===== config.mk =====
export PLATFORM = sky130hd
export DESIGN_NAME = tmrps_top
export DESIGN_NICKNAME = d
export VERILOG_FILES = /design/src/tmrps_pkg.sv /design/src/tmrps_top.sv
export SDC_FILE = /design/constraint.sdc
export NUM_CORES = 1
export LEC_CHECK = 0
export BUFFER_PORTS_ARGS = -buffer_cell sky130_fd_sc_hd__buf_2
export CAP_MARGIN = 20
export CORE_MARGIN = 1
export CORE_UTILIZATION = 55
export DETAILED_ROUTE_END_ITERATION = 8
export GPL_TIMING_DRIVEN = 0
export PLACE_DENSITY = 0.85
export SLEW_MARGIN = 0
export SYNTH_ARGS = -nofsm -noshare
export SYNTH_HDL_FRONTEND = slang
export SYNTH_SLANG_ARGS = --single-unit

===== constraint.sdc =====
create_clock -name aclk -period 3.6 [get_ports aclk]
set_input_delay 0.18 -clock aclk [delete_from_list [all_inputs] [get_ports aclk]]
set_output_delay 0.18 -clock aclk [all_outputs]
set_load 0.1 [all_outputs]

===== src/tmrps_pkg.sv =====
// Constants for the 8-bit tick timer with shared prescaler
// Contract
// - Clock source zero: count once per instruction cycle before prescaling.
// - A count register write blocks counting for two instruction cycles.
// - Clock source one: count external pin edges; edge select zero rising.
// - Count wrapping from FFh to 00h sets the overflow flag.
// - Overflow request masked while its enable bit is zero.
// - Overflow flag stays set until software writes zero; software clears before re-enable.
// - Timer halted during sleep, so overflow cannot wake the processor.
// - External clock synchronised by sampling prescaler output in phases two and four.
// - Prescaler not assigned to timer: external clock passes through undivided.
// - Pull-up disable one turns off all port A pull-ups; zero uses per-pin settings.
// - External interrupt edge select: one rising, zero falling pin edge.
// - Prescaler assign one connects prescaler to watchdog; zero to timer.
// - Rate codes give timer 1:2 to 1:256, watchdog 1:1 to 1:128.
// - Prescaler is an 8-bit counter software cannot read or write.
// - With prescaler on timer, every count register write clears the prescaler.
// - With prescaler on watchdog, a watchdog clear also clears the prescaler.
// - Interrupt sources recognised only while global interrupt enable is set.
package tmrps_pkg;
   // Register byte addresses (printed offsets are indices, address is four times)
   localparam logic [7:0]  IDX_TICK_COUNT   = 8'h01;
   localparam logic [7:0]  IDX_IRQ_CONTROL  = 8'h0B;
   localparam logic [7:0]  IDX_OPTION       = 8'h81;
   localparam logic [11:0] ADDR_TICK_COUNT  = {2'h0, IDX_TICK_COUNT, 2'h0};
   localparam logic [11:0] ADDR_IRQ_CONTROL = {2'h0, IDX_IRQ_CONTROL, 2'h0};
   localparam logic [11:0] ADDR_OPTION      = {2'h0, IDX_OPTION, 2'h0};
   localparam logic [11:0] ADDR_CONTROL     = 12'h400;
   // Reset values
   localparam logic [7:0]  IRQ_CONTROL_RST  = 8'h00;
   localparam logic [7:0]  OPTION_RST       = 8'hFF;
   localparam logic [7:0]  TICK_COUNT_RST   = 8'h00;
   // Option fields
   localparam int OPT_PULLUP_DIS  = 7;
   localparam int OPT_EXT_EDGE    = 6;
   localparam int OPT_CLK_SRC     = 5;
   localparam int OPT_TICK_EDGE   = 4;
   localparam int OPT_PS_ASSIGN   = 3;
   // Interrupt control fields
   localparam int IC_GLOBAL_EN    = 7;
   localparam int IC_OVF_EN       = 5;
   localparam int IC_EXT_EN       = 4;
   localparam int IC_OVF_FLAG     = 2;
   localparam int IC_EXT_FLAG     = 1;
   // Control register fields (sleep, watchdog clear)
   localparam int CTL_SLEEP       = 0;
   localparam int CTL_WDT_CLEAR   = 1;
   // Timing
   localparam int PHASES_PER_CYCLE   = 4;
   localparam int WRITE_INHIBIT_CYC  = 2;
   localparam logic [1:0] PHASE_TWO  = 2'h1;
   localparam logic [1:0] PHASE_FOUR = 2'h3;
   localparam logic [1:0] AXI_OKAY   = 2'h0;
   localparam logic [1:0] AXI_SLVERR = 2'h2;
endpackage


===== src/tmrps_top.sv =====
// Tick timer, shared prescaler and option/interrupt control with AXI4-Lite access
`timescale 1ns/1ps
module tmrps_top (
   // Clock and reset
   input  wire logic        aclk,
   input  wire logic        aresetn,
   // AXI4-Lite write address
   input  wire logic [11:0] s_axi_awaddr,
   input  wire logic        s_axi_awvalid,
   output logic             s_axi_awready,
   // AXI4-Lite write data
   input  wire logic [31:0] s_axi_wdata,
   input  wire logic [3:0]  s_axi_wstrb,
   input  wire logic        s_axi_wvalid,
   output logic             s_axi_wready,
   // AXI4-Lite write response
   output logic [1:0]       s_axi_bresp,
   output logic             s_axi_bvalid,
   input  wire logic        s_axi_bready,
   // AXI4-Lite read address
   input  wire logic [11:0] s_axi_araddr,
   input  wire logic        s_axi_arvalid,
   output logic             s_axi_arready,
   // AXI4-Lite read data
   output logic [31:0]      s_axi_rdata,
   output logic [1:0]       s_axi_rresp,
   output logic             s_axi_rvalid,
   input  wire logic        s_axi_rready,
   // Pins
   input  wire logic        tick_ext_clock_pin,
   input  wire logic        ext_irq_pin,
   // Port A pull-up control
   input  wire logic [5:0]  port_a_pullup_individual,
   output logic [5:0]       port_a_pullup_enable,
   // Watchdog hookup
   output logic             watchdog_tick,
   output logic             watchdog_clear,
   // Interrupt request to the core
   output logic             irq_request
);
   logic [7:0] tick_count_q;
   logic [7:0] irq_control_q;
   logic [7:0] option_q;
   logic       sleep_q;
   logic [7:0] prescaler_q;
   logic [1:0] phase_q;
   logic [1:0] inhibit_q;
   logic [1:0] tck_sync_q;
   logic [1:0] eirq_sync_q;
   logic       eirq_prev_q;
   logic       ps_out_prev_q;
   logic       ps_samp_q;
   logic       ps_samp_prev_q;
   logic       ps_samp_new_q;
   logic       edge_prev_q;
   logic       aw_held_q;
   logic       w_held_q;
   logic [11:0] awaddr_q;
   logic [31:0] wdata_q;
   logic [3:0]  wstrb_q;

   logic       wr_fire;
   logic       wr_count;
   logic       wr_irq;
   logic       wr_option;
   logic       wr_control;
   logic       ps_to_wdt;
   logic       cycle_end;
   logic       src_in;
   logic       src_edge;
   logic       ps_tap;
   logic       wdt_tap;
   logic       ps_out;
   logic       tick_pulse;
   logic       eirq_edge;
   logic [7:0] wr_byte;

   // Instruction cycle closes at phase four; none closes in sleep, where the phase is frozen
   assign cycle_end = (phase_q == tmrps_pkg::PHASE_FOUR) && !sleep_q;
   assign ps_to_wdt = option_q[tmrps_pkg::OPT_PS_ASSIGN];

   // Write channel: address and data may arrive in either order
   assign s_axi_awready = !aw_held_q && !s_axi_bvalid;
   assign s_axi_wready  = !w_held_q && !s_axi_bvalid;
   assign wr_fire       = aw_held_q && w_held_q && !s_axi_bvalid;
   assign wr_byte       = wstrb_q[0] ? wdata_q[7:0] : 8'h00;
   assign wr_count      = wr_fire && wstrb_q[0] && awaddr_q == tmrps_pkg::ADDR_TICK_COUNT;
   assign wr_irq        = wr_fire && wstrb_q[0] && awaddr_q == tmrps_pkg::ADDR_IRQ_CONTROL;
   assign wr_option     = wr_fire && wstrb_q[0] && awaddr_q == tmrps_pkg::ADDR_OPTION;
   assign wr_control    = wr_fire && wstrb_q[0] && awaddr_q == tmrps_pkg::ADDR_CONTROL;

   always_ff @(posedge aclk) begin
      if (!aresetn) begin
         aw_held_q <= 1'b0;
         w_held_q  <= 1'b0;
         awaddr_q  <= 12'h000;
         wdata_q   <= 32'h0000_0000;
         wstrb_q   <= 4'h0;
      end else begin
         if (s_axi_awvalid && s_axi_awready) begin
            aw_held_q <= 1'b1;
            awaddr_q  <= s_axi_awaddr;
         end else if (wr_fire) begin
            aw_held_q <= 1'b0;
         end
         if (s_axi_wvalid && s_axi_wready) begin
            w_held_q <= 1'b1;
            wdata_q  <= s_axi_wdata;
            wstrb_q  <= s_axi_wstrb;
         end else if (wr_fire) begin
            w_held_q <= 1'b0;
         end
      end
   end

   always_ff @(posedge aclk) begin
      if (!aresetn) begin
         s_axi_bvalid <= 1'b0;
         s_axi_bresp  <= tmrps_pkg::AXI_OKAY;
      end else if (wr_fire) begin
         s_axi_bvalid <= 1'b1;
         if (awaddr_q == tmrps_pkg::ADDR_TICK_COUNT || awaddr_q == tmrps_pkg::ADDR_IRQ_CONTROL
             || awaddr_q == tmrps_pkg::ADDR_OPTION || awaddr_q == tmrps_pkg::ADDR_CONTROL) begin
            s_axi_bresp <= tmrps_pkg::AXI_OKAY;
         end else begin
            s_axi_bresp <= tmrps_pkg::AXI_SLVERR;
         end
      end else if (s_axi_bready) begin
         s_axi_bvalid <= 1'b0;
      end
   end

   // Read channel: one read at a time, answer one cycle after the address
   assign s_axi_arready = !s_axi_rvalid;

   always_ff @(posedge aclk) begin
      if (!aresetn) begin
         s_axi_rvalid <= 1'b0;
         s_axi_rdata  <= 32'h0000_0000;
         s_axi_rresp  <= tmrps_pkg::AXI_OKAY;
      end else if (s_axi_arvalid && s_axi_arready) begin
         s_axi_rvalid <= 1'b1;
         s_axi_rresp  <= tmrps_pkg::AXI_OKAY;
         // The prescaler value is never mapped, so software cannot see it
         unique case (s_axi_araddr)
            tmrps_pkg::ADDR_TICK_COUNT:  s_axi_rdata <= {24'h000000, tick_count_q};
            tmrps_pkg::ADDR_IRQ_CONTROL: s_axi_rdata <= {24'h000000, irq_control_q};
            tmrps_pkg::ADDR_OPTION:      s_axi_rdata <= {24'h000000, option_q};
            tmrps_pkg::ADDR_CONTROL:     s_axi_rdata <= {31'h0000_0000, sleep_q};
            default: begin
               s_axi_rdata <= 32'h0000_0000;
               s_axi_rresp <= tmrps_pkg::AXI_SLVERR;
            end
         endcase
      end else if (s_axi_rready) begin
         s_axi_rvalid <= 1'b0;
      end
   end

   // Option and control registers
   always_ff @(posedge aclk) begin
      if (!aresetn) begin
         option_q <= tmrps_pkg::OPTION_RST;
      end else if (wr_option) begin
         option_q <= wr_byte;
      end
   end

   always_ff @(posedge aclk) begin
      if (!aresetn) begin
         sleep_q <= 1'b0;
      end else if (wr_control) begin
         sleep_q <= wr_byte[tmrps_pkg::CTL_SLEEP];
      end
   end

   assign watchdog_clear = wr_control && wr_byte[tmrps_pkg::CTL_WDT_CLEAR];

   // Phase counter, frozen in sleep so the whole timer stops
   always_ff @(posedge aclk) begin
      if (!aresetn) begin
         phase_q <= 2'h0;
      end else if (!sleep_q) begin
         phase_q <= phase_q + 2'h1;
      end
   end

   // Pin synchronisers
   always_ff @(posedge aclk) begin
      if (!aresetn) begin
         tck_sync_q  <= 2'h0;
         eirq_sync_q <= 2'h0;
      end else begin
         tck_sync_q  <= {tck_sync_q[0], tick_ext_clock_pin};
         eirq_sync_q <= {eirq_sync_q[0], ext_irq_pin};
      end
   end

   // Edge select inverts the pin so a rising edge of src_in is always the count edge
   assign src_in = option_q[tmrps_pkg::OPT_CLK_SRC]
                   ? (tck_sync_q[1] ^ option_q[tmrps_pkg::OPT_TICK_EDGE])
                   : cycle_end;

   always_ff @(posedge aclk) begin
      if (!aresetn) begin
         // Reset-state source is the inverted idle-low pin, so start high to avoid a false edge
         edge_prev_q <= 1'b1;
      end else begin
         edge_prev_q <= src_in;
      end
   end

   assign src_edge = src_in && !edge_prev_q && !sleep_q;

   // Shared 8-bit prescaler; the watchdog uses it as a postscaler
   always_ff @(posedge aclk) begin
      if (!aresetn) begin
         prescaler_q <= 8'h00;
      end else if (!ps_to_wdt && wr_count) begin
         prescaler_q <= 8'h00;
      end else if (ps_to_wdt && watchdog_clear) begin
         prescaler_q <= 8'h00;
      end else if (ps_to_wdt ? cycle_end : src_edge) begin
         prescaler_q <= prescaler_q + 8'h01;
      end
   end

   // Timer taps bit rate (1:2 at 000), watchdog taps one below (1:1 at 000)
   assign ps_tap  = prescaler_q[option_q[2:0]];
   assign wdt_tap = prescaler_q[3'(option_q[2:0] - 3'h1)];
   assign ps_out  = ps_to_wdt ? src_in : ps_tap;

   always_ff @(posedge aclk) begin
      if (!aresetn) begin
         ps_out_prev_q <= 1'b0;
      end else begin
         ps_out_prev_q <= wdt_tap;
      end
   end

   assign watchdog_tick = ps_to_wdt &&
                          ((option_q[2:0] == 3'h0) ? cycle_end : (wdt_tap && !ps_out_prev_q));

   // Prescaler output sampled at phase two and phase four
   always_ff @(posedge aclk) begin
      if (!aresetn) begin
         ps_samp_q      <= 1'b1;
         ps_samp_prev_q <= 1'b1;
      end else if (!sleep_q && (phase_q == tmrps_pkg::PHASE_TWO || cycle_end)) begin
         ps_samp_q      <= ps_out;
         ps_samp_prev_q <= ps_samp_q;
      end
   end

   // Marks the cycle after each sample, so a rise seen at either phase counts once
   always_ff @(posedge aclk) begin
      if (!aresetn) begin
         ps_samp_new_q <= 1'b0;
      end else begin
         ps_samp_new_q <= !sleep_q && (phase_q == tmrps_pkg::PHASE_TWO || cycle_end);
      end
   end

   // Internal mode without prescaler counts each cycle end directly
   assign tick_pulse = !sleep_q && inhibit_q == 2'h0 &&
      ((ps_to_wdt && !option_q[tmrps_pkg::OPT_CLK_SRC]) ? cycle_end
       : (ps_samp_new_q && ps_samp_q && !ps_samp_prev_q));

   // Write inhibit lasts through the next two instruction cycle ends
   always_ff @(posedge aclk) begin
      if (!aresetn) begin
         inhibit_q <= 2'h0;
      end else if (wr_count) begin
         inhibit_q <= 2'(tmrps_pkg::WRITE_INHIBIT_CYC);
      end else if (cycle_end && inhibit_q != 2'h0) begin
         inhibit_q <= inhibit_q - 2'h1;
      end
   end

   always_ff @(posedge aclk) begin
      if (!aresetn) begin
         tick_count_q <= tmrps_pkg::TICK_COUNT_RST;
      end else if (wr_count) begin
         tick_count_q <= wr_byte;
      end else if (tick_pulse) begin
         tick_count_q <= tick_count_q + 8'h01;
      end
   end

   // External interrupt edge detect on the synchronised pin
   always_ff @(posedge aclk) begin
      if (!aresetn) begin
         eirq_prev_q <= 1'b0;
      end else begin
         eirq_prev_q <= eirq_sync_q[1];
      end
   end

   assign eirq_edge = option_q[tmrps_pkg::OPT_EXT_EDGE]
                      ? (eirq_sync_q[1] && !eirq_prev_q)
                      : (!eirq_sync_q[1] && eirq_prev_q);

   // Interrupt control: hardware set wins over a software clear in the same cycle
   always_ff @(posedge aclk) begin
      if (!aresetn) begin
         irq_control_q <= tmrps_pkg::IRQ_CONTROL_RST;
      end else begin
         if (wr_irq) begin
            irq_control_q <= wr_byte;
         end
         if (tick_pulse && tick_count_q == 8'hFF) begin
            irq_control_q[tmrps_pkg::IC_OVF_FLAG] <= 1'b1;
         end
         if (eirq_edge) begin
            irq_control_q[tmrps_pkg::IC_EXT_FLAG] <= 1'b1;
         end
      end
   end

   assign irq_request = irq_control_q[tmrps_pkg::IC_GLOBAL_EN] &&
      ((irq_control_q[tmrps_pkg::IC_OVF_EN] && irq_control_q[tmrps_pkg::IC_OVF_FLAG])
       || (irq_control_q[tmrps_pkg::IC_EXT_EN] && irq_control_q[tmrps_pkg::IC_EXT_FLAG]));

   // Pull-ups: a global off overrides every pin
   assign port_a_pullup_enable = option_q[tmrps_pkg::OPT_PULLUP_DIS]
                                 ? 6'h00 : port_a_pullup_individual;
endmodule


==> impl_metrics.csv <==
group,metric,value,unit
routing,vias_per_cell,5.31,
timing,hold_viol,0,
grt,grt_use_total,0.251,
grt,gr-total-overflow,0,
clock_network,clkTransAtPathRegs,0.09,ns
routing,dr_total_vias,3567,
cells_and_area,post-route-cell-area,4850,µm²
grt,grt_pass1_vias,3256,
grt,grt_pass1_wl,14900,µm
yosys,synth.distinct_cells,56,
clock_network,insertion_delay,0.36,ns
clock_network,root_buffer,"clkbuf_8",
clock_network,cts_buffer_depth,2,
yosys,synth_seq_cells,82,
setup_path,crit_chain,"buf_2 -> inv_1 -> ha_1 -> mux4_2 -> mux2i_1 -> nor4b_1 -> a31o_2 -> buf_2",
setup_path,required,3.42,ns
yosys,yosysTopAreaCell,"dfxtp_1",
power_and_ir_drop,p_sw,652,µW
timing,tightest_slew,0.687,ns
die,core_area,6980,µm²
yosys,synth_top_area_frac,0.404,
routing,postRouteAntennaNets,0,
power_and_ir_drop,peakVddDrop,0.426,mV
power_and_ir_drop,pwr-share-comb,0.177,
clock_network,cts-resized-gates,0,
timing,timing.fmax,0.360,GHz
routing,wl_per_cell,13.4,µm
routing,drt_pre_antenna_iters,4,
job,maxCapViolations,0,
power_and_ir_drop,p_per_area,413,nW/µm²
power_and_ir_drop,p_seq_frac,0.483,
yosys,synth_area_per_cell,8.76,µm²
placement,dp_cells,655,
cells_and_area,final_nets,653,
power_and_ir_drop,p_leak,0.00215,µW
yosys,synthFlopType,"dfxtp_1",
die,initial_core_util,0.582,
yosys,synth_top_family_by_area,"simple AND/OR/NAND/NOR gates",
timing,min_period_over_period,0.772,
setup_path,critPathArrivalTime,2.60,ns
timing,skew,0.00890,ns
outcome,status,"complete, no violations",
yosys,synth-compound-area-share,0.122,
routing,drc,0,
timing,min_period,2.78,ns
setup_path,end_kind,"primary output",
yosys,synth_xor_area_frac,0.0366,
yosys,synth_area,4070,µm²
placement,dpl_cell_area,4640,µm²
setup_path,cp-start-kind,"register",
clock_network,numCtsBuffers,9,
setup_path,critPathTopFamily,"multiplexers",
clock_network,cts.sinks,82,
min_path,holdCritPathClass,"in2reg",
timing,drv_slew,0,
yosys,yosys.area_share.simple,0.237,
cells_and_area,fin_cells,672,
setup_path,worst-path-buf-inv,3,
die,boundaryPins,125,
timing,relSlewSlack,0.529,
cells_and_area,drive_above_1_share,0.252,
yosys,synth_edf_count,0,
power_and_ir_drop,p_sw_frac,0.326,
power_and_ir_drop,p_int,1350,µW
die,die-area,7740,µm²
placement,gp_congestion,0.977,
grt,grt_antenna_before_repair,0,
cells_and_area,antenna-diode-count,0,
placement,hpwlAfterDp,6750,µm
yosys,ys_seq_area_frac,0.404,
setup_path,critPathMaxFanout,7,
routing,drt_iter0_drc,339,
yosys,synthMuxAreaShare,0.101,
power_and_ir_drop,clkPwrFrac,0.340,
die,die_w,88.0,µm
yosys,yosysWarnings,0,
timing,setup_viol,0,
timing,fin_tns_setup,0,ns
setup_path,crit_type,"reg2out",
clock_network,cts_tree,"built",
placement,port_buffers,70,
setup_path,crit_top_cell,"buf_2",
setup_path,critPathSlowestCell,"mux4_2",
timing,rsz0062_at_grt,"false",
yosys,synth.area.top_cells,"dfxtp_1, nand2_1, mux2i_1",
grt,grt_max_degree,16,
routing,routed_wl,9030,µm
die,die_h,88.0,µm
cells_and_area,area.growth.synth_to_final,19.2,%
yosys,syn_inst,464,
setup_path,slowest_delay,0.50,ns
cells_and_area,nFillCells,555,
yosys,synth_fa_ha_area_frac,0.0215,
clock_network,htreeDepth,3,
yosys,async_reset_ff_frac,0,
die,rows,30,
[placed cells by master (no fill, tap or decap), types with 8 or more instances in the layout]
cell type,netlist,layout
nand2_1,75,75
a21oi_1,38,38
mux2_2,8,8
o21ai_0,21,21
buf_2,4,74
a22oi_1,8,8
buf_4,26,26
clkbuf_8,0,9
inv_1,10,10
nand3_1,8,8
nor3_1,9,8
dfxtp_1,82,82
xnor2_1,14,14
and2_1,8,8
clkbuf_1,11,11
nor2_1,36,36
conb_1,1,26
nor2b_1,13,13
mux2i_1,23,23
[repair_timing]
action                                 in CTS  in global routing
setup buffers                               0                  0
hold buffers                                1                  0
endpoints found under the hold margin       1                  0
[state kept, by name, indices dropped and copies added, names as in the netlist, 8 cells and up]
name	cells
irq_control_q	8
option_q	8
tick_count_q	8
prescaler_q	8
awaddr_q	12
wdata_q	8
s_axi_rdata	8
[worst paths after layout]
path	from	endpoint	slack, ns	cells past startpoint
max	option_q[0]	watchdog_tick	0.82	8
min	tick_ext_clock_pin	tck_sync_q[0]	0.02	2
max reg2reg	awaddr_q[3]	prescaler_q[6]	1.73	4
min reg2reg	eirq_sync_q[0]	eirq_sync_q[1]	0.44	1
[area by class of cell]
class / instances / area [µm²] / area share
well taps: 96 / 120 / 0.0248
flip-flops and latches: 82 / 1640 / 0.339
multi-input cells: 353 / 2210 / 0.456
inverters: 11 / 41.3 / 0.00852
plain buffers: 43 / 272 / 0.0560
repair buffers: 71 / 360 / 0.0743
clock inverters: 7 / 77.6 / 0.0160
clock buffers: 9 / 124 / 0.0256
[power groups by stage]
stage	logic, µW	clock network [µW]	registers [µW]
floorplan	275	0	998
global placement	347	0	985
detailed placement	353	0	988
CTS	355	684	966
global route	381	728	971
finish	355	681	967
[metrics by stage]
stage	total power, µW	worst slack, ns	hold WS (ns)	utilization
2_1_floorplan	1270	0.616	0.279	-
3_3_place_gp	1330	1.27	0.371	0.664
3_5_place_dp	1340	1.22	0.375	0.664
4_1_cts	2010	0.825	0.0134	0.694
5_1_grt	2080	0.681	0.00263	0.694
6_report	2000	0.820	0.0210	0.694
[cells in the mapped netlist, types with 2 or more instances]
master	count
clkbuf_1	11
nand4_1	5
mux4_2	4
o21bai_1	3
nor3b_1	4
inv_1	10
and2_1	8
buf_2	4
a211oi_1	3
xnor2_1	14
or3_1	2
nand2_1	75
nand3_1	8
nand2b_1	2
dfxtp_1	82
o21ai_0	21
ha_1	7
nor4b_1	3
nor2_1	36
nor4_1	3
buf_4	26
nand4_4	2
mux2_2	8
mux2i_1	23
a21oi_1	38
a31oi_1	2
nor3_1	9
a22oi_1	8
and3b_1	2
xor2_1	3
nor2b_1	13
[routing by layer]
| layer | GRT usage | vias up | part of all wire |
|---|---|---|---|
| met1 | 0.330 | 1637 | 0.43 |
| met4 | 0.107 | 0 | 0.019 |
| met3 | 0.0443 | 17 | 0.079 |
| met2 | 0.406 | 147 | 0.47 |
| met5 | 0 | - | 0 |
| li1 | - | 1766 | - |
[cell families (layout without fill, tap and decap cells)]
kind of cell    count (synthesis)  in the layout
simple gates                  185            185
compound gates                 83             83
flops                          82             82
buf+inv                        54            141
mux                            35             35
xor+xnor                       17             17
fa+ha+maj                       7              7
other cells                     1             26
Power figures use the tool's default switching activity.
